File: config.mk
export PLATFORM = sky130hd
export DESIGN_NAME = sysopt_regs
export DESIGN_NICKNAME = d
export VERILOG_FILES = /design/src/verilog/sysopt_pkg.sv /design/src/verilog/edge_rise.sv /design/src/verilog/clk_prescale.sv /design/src/verilog/sysopt_regs.sv
export SDC_FILE = /design/constraint.sdc
export NUM_CORES = 1
export LEC_CHECK = 0
export ABC_CLOCK_PERIOD_IN_PS = 3100
export BUFFER_PORTS_ARGS = -buffer_cell sky130_fd_sc_hd__buf_2
export CAP_MARGIN = 20
export CORE_MARGIN = 3
export CORE_UTILIZATION = 40
export DETAILED_ROUTE_END_ITERATION = 7
export PLACE_DENSITY_LB_ADDON = 0.1
export REMOVE_ABC_BUFFERS = 1
export SYNTH_ARGS = -nofsm -noshare
export SYNTH_HDL_FRONTEND = slang
export SYNTH_HIERARCHICAL = 1
export SYNTH_SLANG_ARGS = --single-unit
export TNS_END_PERCENT = 5
File: constraint.sdc
create_clock -name REF_CLK -period 3.1 [get_ports REF_CLK]
set_input_delay 0.31 -clock REF_CLK [delete_from_list [all_inputs] [get_ports REF_CLK]]
set_output_delay 0.31 -clock REF_CLK [all_outputs]
set_load 0.05 [all_outputs]
File: src/verilog/sysopt_pkg.sv
// Purpose: constants for the system options register and trigger routing
// Assumes: one 32-bit register on a plain strobe port
// Notes:   offsets are word addresses on the register port
package sysopt_pkg;
    localparam logic [7:0]  OPT_ADDR        = 8'h00;
    localparam int          DELAY_MSB       = 31;
    localparam int          DELAY_LSB       = 24;
    localparam int          ACTIVE_POS      = 23;
    localparam int          BUS_CLOCK_OUT_ENABLE_POS       = 19;
    localparam int          DIV_MSB         = 18;
    localparam int          DIV_LSB         = 16;
    localparam int          TXMOD_POS       = 15;
    localparam int          SYNC_POS        = 14;
    localparam int          RXFILT_POS      = 13;
    localparam int          RXCAP_POS       = 12;
    localparam int          ACIC_POS        = 11;
    localparam int          RTCC_POS        = 10;
    localparam int          SRC_MSB         = 9;
    localparam int          SRC_LSB         = 8;
    localparam logic [31:0] OPT_RESET       = 32'h0000_0000;
    localparam logic [31:0] OPT_WRITE_MASK  = 32'hff0f_bf00;
    localparam logic [1:0]  SRC_RTC         = 2'h0;
    localparam logic [1:0]  SRC_PIT         = 2'h1;
    localparam logic [1:0]  SRC_TIMER_INIT  = 2'h2;
    localparam logic [1:0]  SRC_TIMER_MATCH = 2'h3;
endpackage : sysopt_pkg

File: src/verilog/edge_rise.sv
// Purpose: two-stage pin synchroniser with rising-edge pulse
// Assumes: input asynchronous to clk
// Notes:   first stage read only by the second
`timescale 1ns/1ps
module edge_rise (
    input  wire logic clk,
    input  wire logic rst_n,
    input  wire logic din,
    output logic      level,
    output logic      rise
);
    logic meta;
    logic sync;
    logic prev;
    logic next_meta;
    logic next_sync;
    logic next_prev;

    always_comb
    begin
        next_meta = din;
        next_sync = meta;
        next_prev = sync;
    end

    always_ff @(posedge clk)
    begin
        if (!rst_n)
        begin
            meta <= 1'b0;
            sync <= 1'b0;
            prev <= 1'b0;
        end
        else
        begin
            meta <= next_meta;
            sync <= next_sync;
            prev <= next_prev;
        end
    end

    assign level = sync;
    assign rise  = sync & ~prev;
endmodule : edge_rise

File: src/verilog/clk_prescale.sv
// Purpose: power-of-two prescaler giving output clock level and tick
// Assumes: sel 0 means undivided
// Notes:   tick is one cycle per divided period
`timescale 1ns/1ps
module clk_prescale (
    input  wire logic       clk,
    input  wire logic       rst_n,
    input  wire logic [2:0] sel,
    output logic            tick,
    output logic            div_clk
);
    logic [6:0] cnt;
    logic [6:0] next_cnt;
    logic [6:0] lim;
    logic       dclk;
    logic       next_dclk;

    always_comb
    begin
        lim       = 7'((8'h01 << sel) - 8'h01);
        next_cnt  = (cnt >= lim) ? 7'h00 : 7'(cnt + 7'h01);
        // top bit of the count is a square wave with a period of 2^sel cycles
        next_dclk = (sel == 3'h0) ? 1'b0 : next_cnt[sel - 3'h1];
    end

    always_ff @(posedge clk)
    begin
        if (!rst_n)
        begin
            cnt  <= 7'h00;
            dclk <= 1'b0;
        end
        else
        begin
            cnt  <= next_cnt;
            dclk <= next_dclk;
        end
    end

    assign tick    = (cnt >= lim);
    // undivided selection passes the clock itself
    assign div_clk = (sel == 3'h0) ? clk : dclk;
endmodule : clk_prescale

File: src/verilog/sysopt_regs.sv
// Purpose: system options register with delayed timer-to-ADC trigger and pin routing
// Assumes: timer triggers and serial receive/comparator signals are pins, synchronised here; SERIAL_TX is only registered
// Notes:   register read data valid the cycle after RD
// Operation
// (RQ1) Bits 31..24 hold an 8-bit delay from timer trigger to ADC trigger.
// (RQ2) Delay is one-shot: starts on trigger, stops when count equals delay.
// (RQ3) Delay spans 0..255 ticks at the divider-selected clock rate.
// (RQ4) Bit 23 reads high while delay counts, low otherwise.
// (RQ5) Bits 22..20 read zero whatever is written.
// (RQ6) Bit 19 enables bus clock output on the clock output pin.
// (RQ7) Bits 18..16 pick divide by 1,2,4..128 for the clock output.
// (RQ8) Bit 15 modulates serial transmit with first timer channel 0.
// (RQ9) Writing 1 to bit 14 pulses a sync trigger to second timer.
// (RQ10) Bit 13 routes serial receive through the analog comparator.
// (RQ11) Delayed trigger reaches ADC only for source codes 10 and 11.
// (RQ12) At terminal count give one-cycle ADC pulse and drop active flag together.
`timescale 1ns/1ps
module sysopt_regs (
    input  wire logic        REF_CLK,
    input  wire logic        RSTN,
    input  wire logic [7:0]  ADDR,
    input  wire logic [31:0] WDATA,
    input  wire logic        WR,
    input  wire logic        RD,
    output logic      [31:0] RDATA,
    input  wire logic        TIMER_INIT_TRIG,
    input  wire logic        TIMER_MATCH_TRIG,
    input  wire logic        RTC_OVERFLOW,
    input  wire logic        PIT_OVERFLOW,
    output logic             ADC_TRIGGER,
    output logic             PWM_SYNC_TRIGGER,
    output logic             CLOCK_OUT,
    output logic             CLOCK_OUT_OE_N,
    input  wire logic        SERIAL_TX,
    input  wire logic        TIMER_CH0,
    output logic             SERIAL_TX_PIN,
    input  wire logic        SERIAL_RX_PIN,
    input  wire logic        COMPARATOR_OUT,
    output logic             SERIAL_RX,
    output logic             RX_CAPTURE_ENABLE,
    output logic             COMPARATOR_CAPTURE_ENABLE,
    output logic             RTC_CAPTURE_ENABLE
);
    logic [31:0] opts;
    logic [31:0] next_opts;
    logic [31:0] rdata;
    logic [31:0] next_rdata;
    logic [7:0]  dcount;
    logic [7:0]  next_dcount;
    logic        active;
    logic        next_active;
    logic        adc_pulse;
    logic        next_adc_pulse;
    logic        sync_pulse;
    logic        next_sync_pulse;
    logic        direct_trig;
    logic        next_direct_trig;
    logic        tx_pin;
    logic        next_tx_pin;
    logic        rx_out;
    logic        next_rx_out;
    logic        tick;
    logic        div_clk;
    logic        init_rise;
    logic        match_rise;
    logic        rtc_rise;
    logic        pit_rise;
    logic        ch0_lvl;
    logic        rxp_lvl;
    logic        cmp_lvl;
    logic [7:0]  delay_val;
    logic [1:0]  src;
    logic        timer_rise;
    logic        wr_hit;
    logic        rd_hit;
    logic [7:0]  count_inc;
    logic [2:0]  div_sel;
    logic [31:0] read_word;

    edge_rise u_init (
        .clk   (REF_CLK),
        .rst_n (RSTN),
        .din   (TIMER_INIT_TRIG),
        .level (),
        .rise  (init_rise)
    );

    edge_rise u_match (
        .clk   (REF_CLK),
        .rst_n (RSTN),
        .din   (TIMER_MATCH_TRIG),
        .level (),
        .rise  (match_rise)
    );

    edge_rise u_rtc (
        .clk   (REF_CLK),
        .rst_n (RSTN),
        .din   (RTC_OVERFLOW),
        .level (),
        .rise  (rtc_rise)
    );

    edge_rise u_pit (
        .clk   (REF_CLK),
        .rst_n (RSTN),
        .din   (PIT_OVERFLOW),
        .level (),
        .rise  (pit_rise)
    );

    edge_rise u_ch0 (
        .clk   (REF_CLK),
        .rst_n (RSTN),
        .din   (TIMER_CH0),
        .level (ch0_lvl),
        .rise  ()
    );

    edge_rise u_rxp (
        .clk   (REF_CLK),
        .rst_n (RSTN),
        .din   (SERIAL_RX_PIN),
        .level (rxp_lvl),
        .rise  ()
    );

    edge_rise u_cmp (
        .clk   (REF_CLK),
        .rst_n (RSTN),
        .din   (COMPARATOR_OUT),
        .level (cmp_lvl),
        .rise  ()
    );

    clk_prescale u_div (
        .clk     (REF_CLK),
        .rst_n   (RSTN),
        .sel     (div_sel), // [RQ7]
        .tick    (tick),
        .div_clk (div_clk)
    );

    assign delay_val = opts[sysopt_pkg::DELAY_MSB:sysopt_pkg::DELAY_LSB]; // [RQ1]
    assign src       = opts[sysopt_pkg::SRC_MSB:sysopt_pkg::SRC_LSB];
    assign wr_hit    = WR && (ADDR == sysopt_pkg::OPT_ADDR);
    assign rd_hit    = RD && (ADDR == sysopt_pkg::OPT_ADDR);
    assign div_sel   = opts[sysopt_pkg::DIV_MSB:sysopt_pkg::DIV_LSB]; // [RQ7]
    // count after the coming tick; wraps only where the delay is already met
    assign count_inc = 8'(dcount + 8'h01);

    // only the selected timer trigger starts the delay
    always_comb
    begin
        unique case (src)
            sysopt_pkg::SRC_TIMER_INIT:  timer_rise = init_rise;  // [RQ11]
            sysopt_pkg::SRC_TIMER_MATCH: timer_rise = match_rise; // [RQ11]
            default:                     timer_rise = 1'b0;
        endcase
    end

    // register storage; writable fields only, status and reserved bits masked
    always_comb
    begin
        next_opts       = opts;
        next_sync_pulse = 1'b0;
        if (wr_hit)
        begin
            next_opts = WDATA & sysopt_pkg::OPT_WRITE_MASK; // [RQ5]
            next_opts[sysopt_pkg::SYNC_POS] = 1'b0;
            next_sync_pulse = WDATA[sysopt_pkg::SYNC_POS]; // [RQ9]
        end
    end

    // one-shot delay counter
    always_comb
    begin
        next_dcount    = dcount;
        next_active    = active;
        next_adc_pulse = 1'b0;
        if (!active)
        begin
            if (timer_rise)
            begin
                if (delay_val == 8'h00)
                begin
                    next_adc_pulse = 1'b1; // [RQ3]
                end
                else
                begin
                    next_dcount = 8'h00;
                    next_active = 1'b1; // [RQ2] [RQ4]
                end
            end
        end
        else if (tick)
        begin
            if (count_inc == delay_val)
            begin
                next_active    = 1'b0; // [RQ12] [RQ4]
                next_adc_pulse = 1'b1; // [RQ12]
                next_dcount    = 8'h00;
            end
            else
            begin
                next_dcount = count_inc; // [RQ2] [RQ3]
            end
        end
    end

    // undelayed sources and pin routing
    always_comb
    begin
        next_direct_trig = 1'b0;
        unique case (src)
            sysopt_pkg::SRC_RTC: next_direct_trig = rtc_rise;
            sysopt_pkg::SRC_PIT: next_direct_trig = pit_rise;
            default:             next_direct_trig = 1'b0;
        endcase
        next_tx_pin = opts[sysopt_pkg::TXMOD_POS] ? (SERIAL_TX & ch0_lvl) : SERIAL_TX; // [RQ8]
        next_rx_out = opts[sysopt_pkg::RXFILT_POS] ? cmp_lvl : rxp_lvl; // [RQ10]
    end

    // read word assembled field by field; reserved bits and the sync bit stay zero
    always_comb
    begin
        read_word = 32'h0000_0000; // [RQ5]
        read_word[sysopt_pkg::DELAY_MSB:sysopt_pkg::DELAY_LSB] = delay_val; // [RQ1]
        read_word[sysopt_pkg::ACTIVE_POS] = active; // [RQ4]
        read_word[sysopt_pkg::BUS_CLOCK_OUT_ENABLE_POS] = opts[sysopt_pkg::BUS_CLOCK_OUT_ENABLE_POS];
        read_word[sysopt_pkg::DIV_MSB:sysopt_pkg::DIV_LSB] = div_sel;
        read_word[sysopt_pkg::TXMOD_POS] = opts[sysopt_pkg::TXMOD_POS];
        read_word[sysopt_pkg::RXFILT_POS] = opts[sysopt_pkg::RXFILT_POS];
        read_word[sysopt_pkg::RXCAP_POS] = opts[sysopt_pkg::RXCAP_POS];
        read_word[sysopt_pkg::ACIC_POS] = opts[sysopt_pkg::ACIC_POS];
        read_word[sysopt_pkg::RTCC_POS] = opts[sysopt_pkg::RTCC_POS];
        read_word[sysopt_pkg::SRC_MSB:sysopt_pkg::SRC_LSB] = src;
    end

    always_comb
    begin
        next_rdata = 32'h0000_0000;
        if (rd_hit)
        begin
            next_rdata = read_word;
        end
    end

    // register word, read data and sync strobe
    always_ff @(posedge REF_CLK)
    begin
        if (!RSTN)
        begin
            opts       <= sysopt_pkg::OPT_RESET;
            rdata      <= 32'h0000_0000;
            sync_pulse <= 1'b0;
        end
        else
        begin
            opts       <= next_opts;
            rdata      <= next_rdata;
            sync_pulse <= next_sync_pulse;
        end
    end

    // delay counter and ADC trigger
    always_ff @(posedge REF_CLK)
    begin
        if (!RSTN)
        begin
            dcount      <= 8'h00;
            active      <= 1'b0;
            adc_pulse   <= 1'b0;
            direct_trig <= 1'b0;
        end
        else
        begin
            dcount      <= next_dcount;
            active      <= next_active;
            adc_pulse   <= next_adc_pulse;
            direct_trig <= next_direct_trig;
        end
    end

    // pin routing registers; serial lines idle high
    always_ff @(posedge REF_CLK)
    begin
        if (!RSTN)
        begin
            tx_pin <= 1'b1;
            rx_out <= 1'b1;
        end
        else
        begin
            tx_pin <= next_tx_pin;
            rx_out <= next_rx_out;
        end
    end

    assign RDATA                     = rdata;
    assign ADC_TRIGGER               = adc_pulse | direct_trig; // [RQ11]
    assign PWM_SYNC_TRIGGER          = sync_pulse;
    assign CLOCK_OUT                 = opts[sysopt_pkg::BUS_CLOCK_OUT_ENABLE_POS] ? div_clk : 1'b0; // [RQ6]
    assign CLOCK_OUT_OE_N            = ~opts[sysopt_pkg::BUS_CLOCK_OUT_ENABLE_POS]; // [RQ6]
    assign SERIAL_TX_PIN             = tx_pin;
    assign SERIAL_RX                 = rx_out;
    assign RX_CAPTURE_ENABLE         = opts[sysopt_pkg::RXCAP_POS];
    assign COMPARATOR_CAPTURE_ENABLE = opts[sysopt_pkg::ACIC_POS];
    assign RTC_CAPTURE_ENABLE        = opts[sysopt_pkg::RTCC_POS];
endmodule : sysopt_regs

==> qor.csv <==
metric,value,unit
maxSlewHeadroom,0.5064,
final_cells,566,
start_util,0.4190,
grt_max_degree,30,
slew_viol_final,0,
totalWireLength,7.654,mm
synth-warning-count,6,
end_kind,flop,
setup-violations-final,0,
timing.fmax,344.8,MHz
gp_congestion,0.8308,
num_antenna_cells,0,
design_area,0.004338,mm^2
rsz0062_at_grt,no,
syn_area,0.003512,mm^2
finClkSkew,0.01171,ns
grt_pass1_vias,2721,
finalCritPeriodShare,0.9355,
io_pins,93,
io_buffer_count,68,
start_kind,flop,
p_per_area,472.2,mW/mm^2
postRouteAntennaNets,0,
place_area,0.004035,mm^2
first_iter_violations,64,
whs,0.05800,ns
num_rows,33,
cts_tree,yes,
vias,2709,
netlist_instances,366,
die_w,99.71,um
die_h,99.71,um
worstMarginPinSlew,0.7404,ns
hold_viol_final,0,
antenna_found_initial,0,
grt_pass1_wl,12.83,mm
path_clk_slew,0.09,ns
dr.pass1.iters,4,
layout-drive-gt1-share,0.2928,
critPathArrivalTime,3.30,ns
max_cap_viol_count,0,
die_area,0.009941,mm^2
route.detailed.drc,0,
insertion_delay,0.45,ns
grt_remaining_overflow,0,
leakagePower,0.002031,uW
wl_per_cell,13.52,um
dp.cells,547,
critPathMaxFanout,4,
hp-class,input port to flop,
dp_hpwl,5.458,mm
worstSetupPathType,flop to flop,
irDropWorstVdd,0.1801,mV
status,"finished, final reports clean",
required,3.50,ns
cts_setup_buffers,0,
vias_per_cell,4.786,
mostFrequentLayoutCell,dfxtp_1,
syn_area_per_cell,9.596,um^2
nNetsFinal,523,
fp.coreArea,0.008382,mm^2
track_usage,0.1673,
final_cell_mix,"dfxtp_1 (79), buf_2 (68), and2_1 (35), nor2_1 (35), mux2i_1 (24)",
period_needed,2.900,ns
area_growth,23.51,%
[area by class of cell]
cell class,instances,area [um^2]
clock inverter,7,80.08
clock buffer,13,170.2
fill,806,4044
multi-input combinational,263,1844
timing repair buffer,87,485.5
sequential,79,1582
tap,105,131.4
inverter,12,45.04
[routing by layer]
| metal | vias up | wire length [um] | global-route usage |
|---|---|---|---|
| met5 | - | 0 | 0 |
| met4 | 0 | 125 | 0.1019 |
| met3 | 9 | 321 | 0.04137 |
| met2 | 60 | 3496 | 0.2596 |
| met1 | 1230 | 3711 | 0.2083 |
| li1 | 1410 | - | - |
[worst paths after layout]
path	cells past startpoint	slack, ns	start	endpoint
max	15	0.20	opts[17]	dcount[6]
min	2	0.06	RTC_OVERFLOW	u_rtc/meta
max reg2reg	15	0.20	opts[17]	dcount[6]
min reg2reg	1	0.43	u_init/meta	u_init/level
[critical path, stage by stage, from the launching register on]
cell and delay [ns]:
dfxtp_1 0.32, inv_1 0.10, ha_2 0.19, nor2b_4 0.15
inv_1 0.07, ha_2 0.20, xnor2_2 0.15, ha_1 0.30
nand2_1 0.07, o21ai_2 0.14, a21oi_2 0.08, o21ai_2 0.23
nand2_2 0.11, or4_1 0.50, a21oi_2 0.15, a21o_1 0.09
[what timing repair did]
| action | CTS | global route |
|---|---|---|
| pin swaps | 0 | 2 |
| hold buffers | 0 | 0 |
| setup endpoints to repair | 7 | 8 |
| resized for setup | 3 | 15 |
[metrics by stage]
stage / setup slack (ns) / power, uW / utilization / TNS [ns]
after detailed placement: -0.1316 / 1181 / 0.4814 / -0.4929
final: 0.2000 / 2048 / 0.5175 / 0
after global placement: -0.09927 / 1181 / 0.4814 / -0.2954
after CTS: 0.03681 / 2080 / 0.5111 / 0
after global routing: 0.01785 / 2138 / 0.5175 / 0
after floorplan: -0.05960 / 1139 / - / -0.07160
[state kept, by name (all words and copies together), names as in the netlist, 7 cells and up]
register   count
opts          19
RDATA         20
u_div/cnt      7
dcount         8
[power breakdown]
| part | switching (uW) | internal [uW] |
|---|---|---|
| clock network | 426 | 475 |
| logic | 70.9 | 40.1 |
| registers | 8.77 | 1030 |
| total | 505 | 1540 |
No activity file was read; power rests on OpenSTA's default activity.
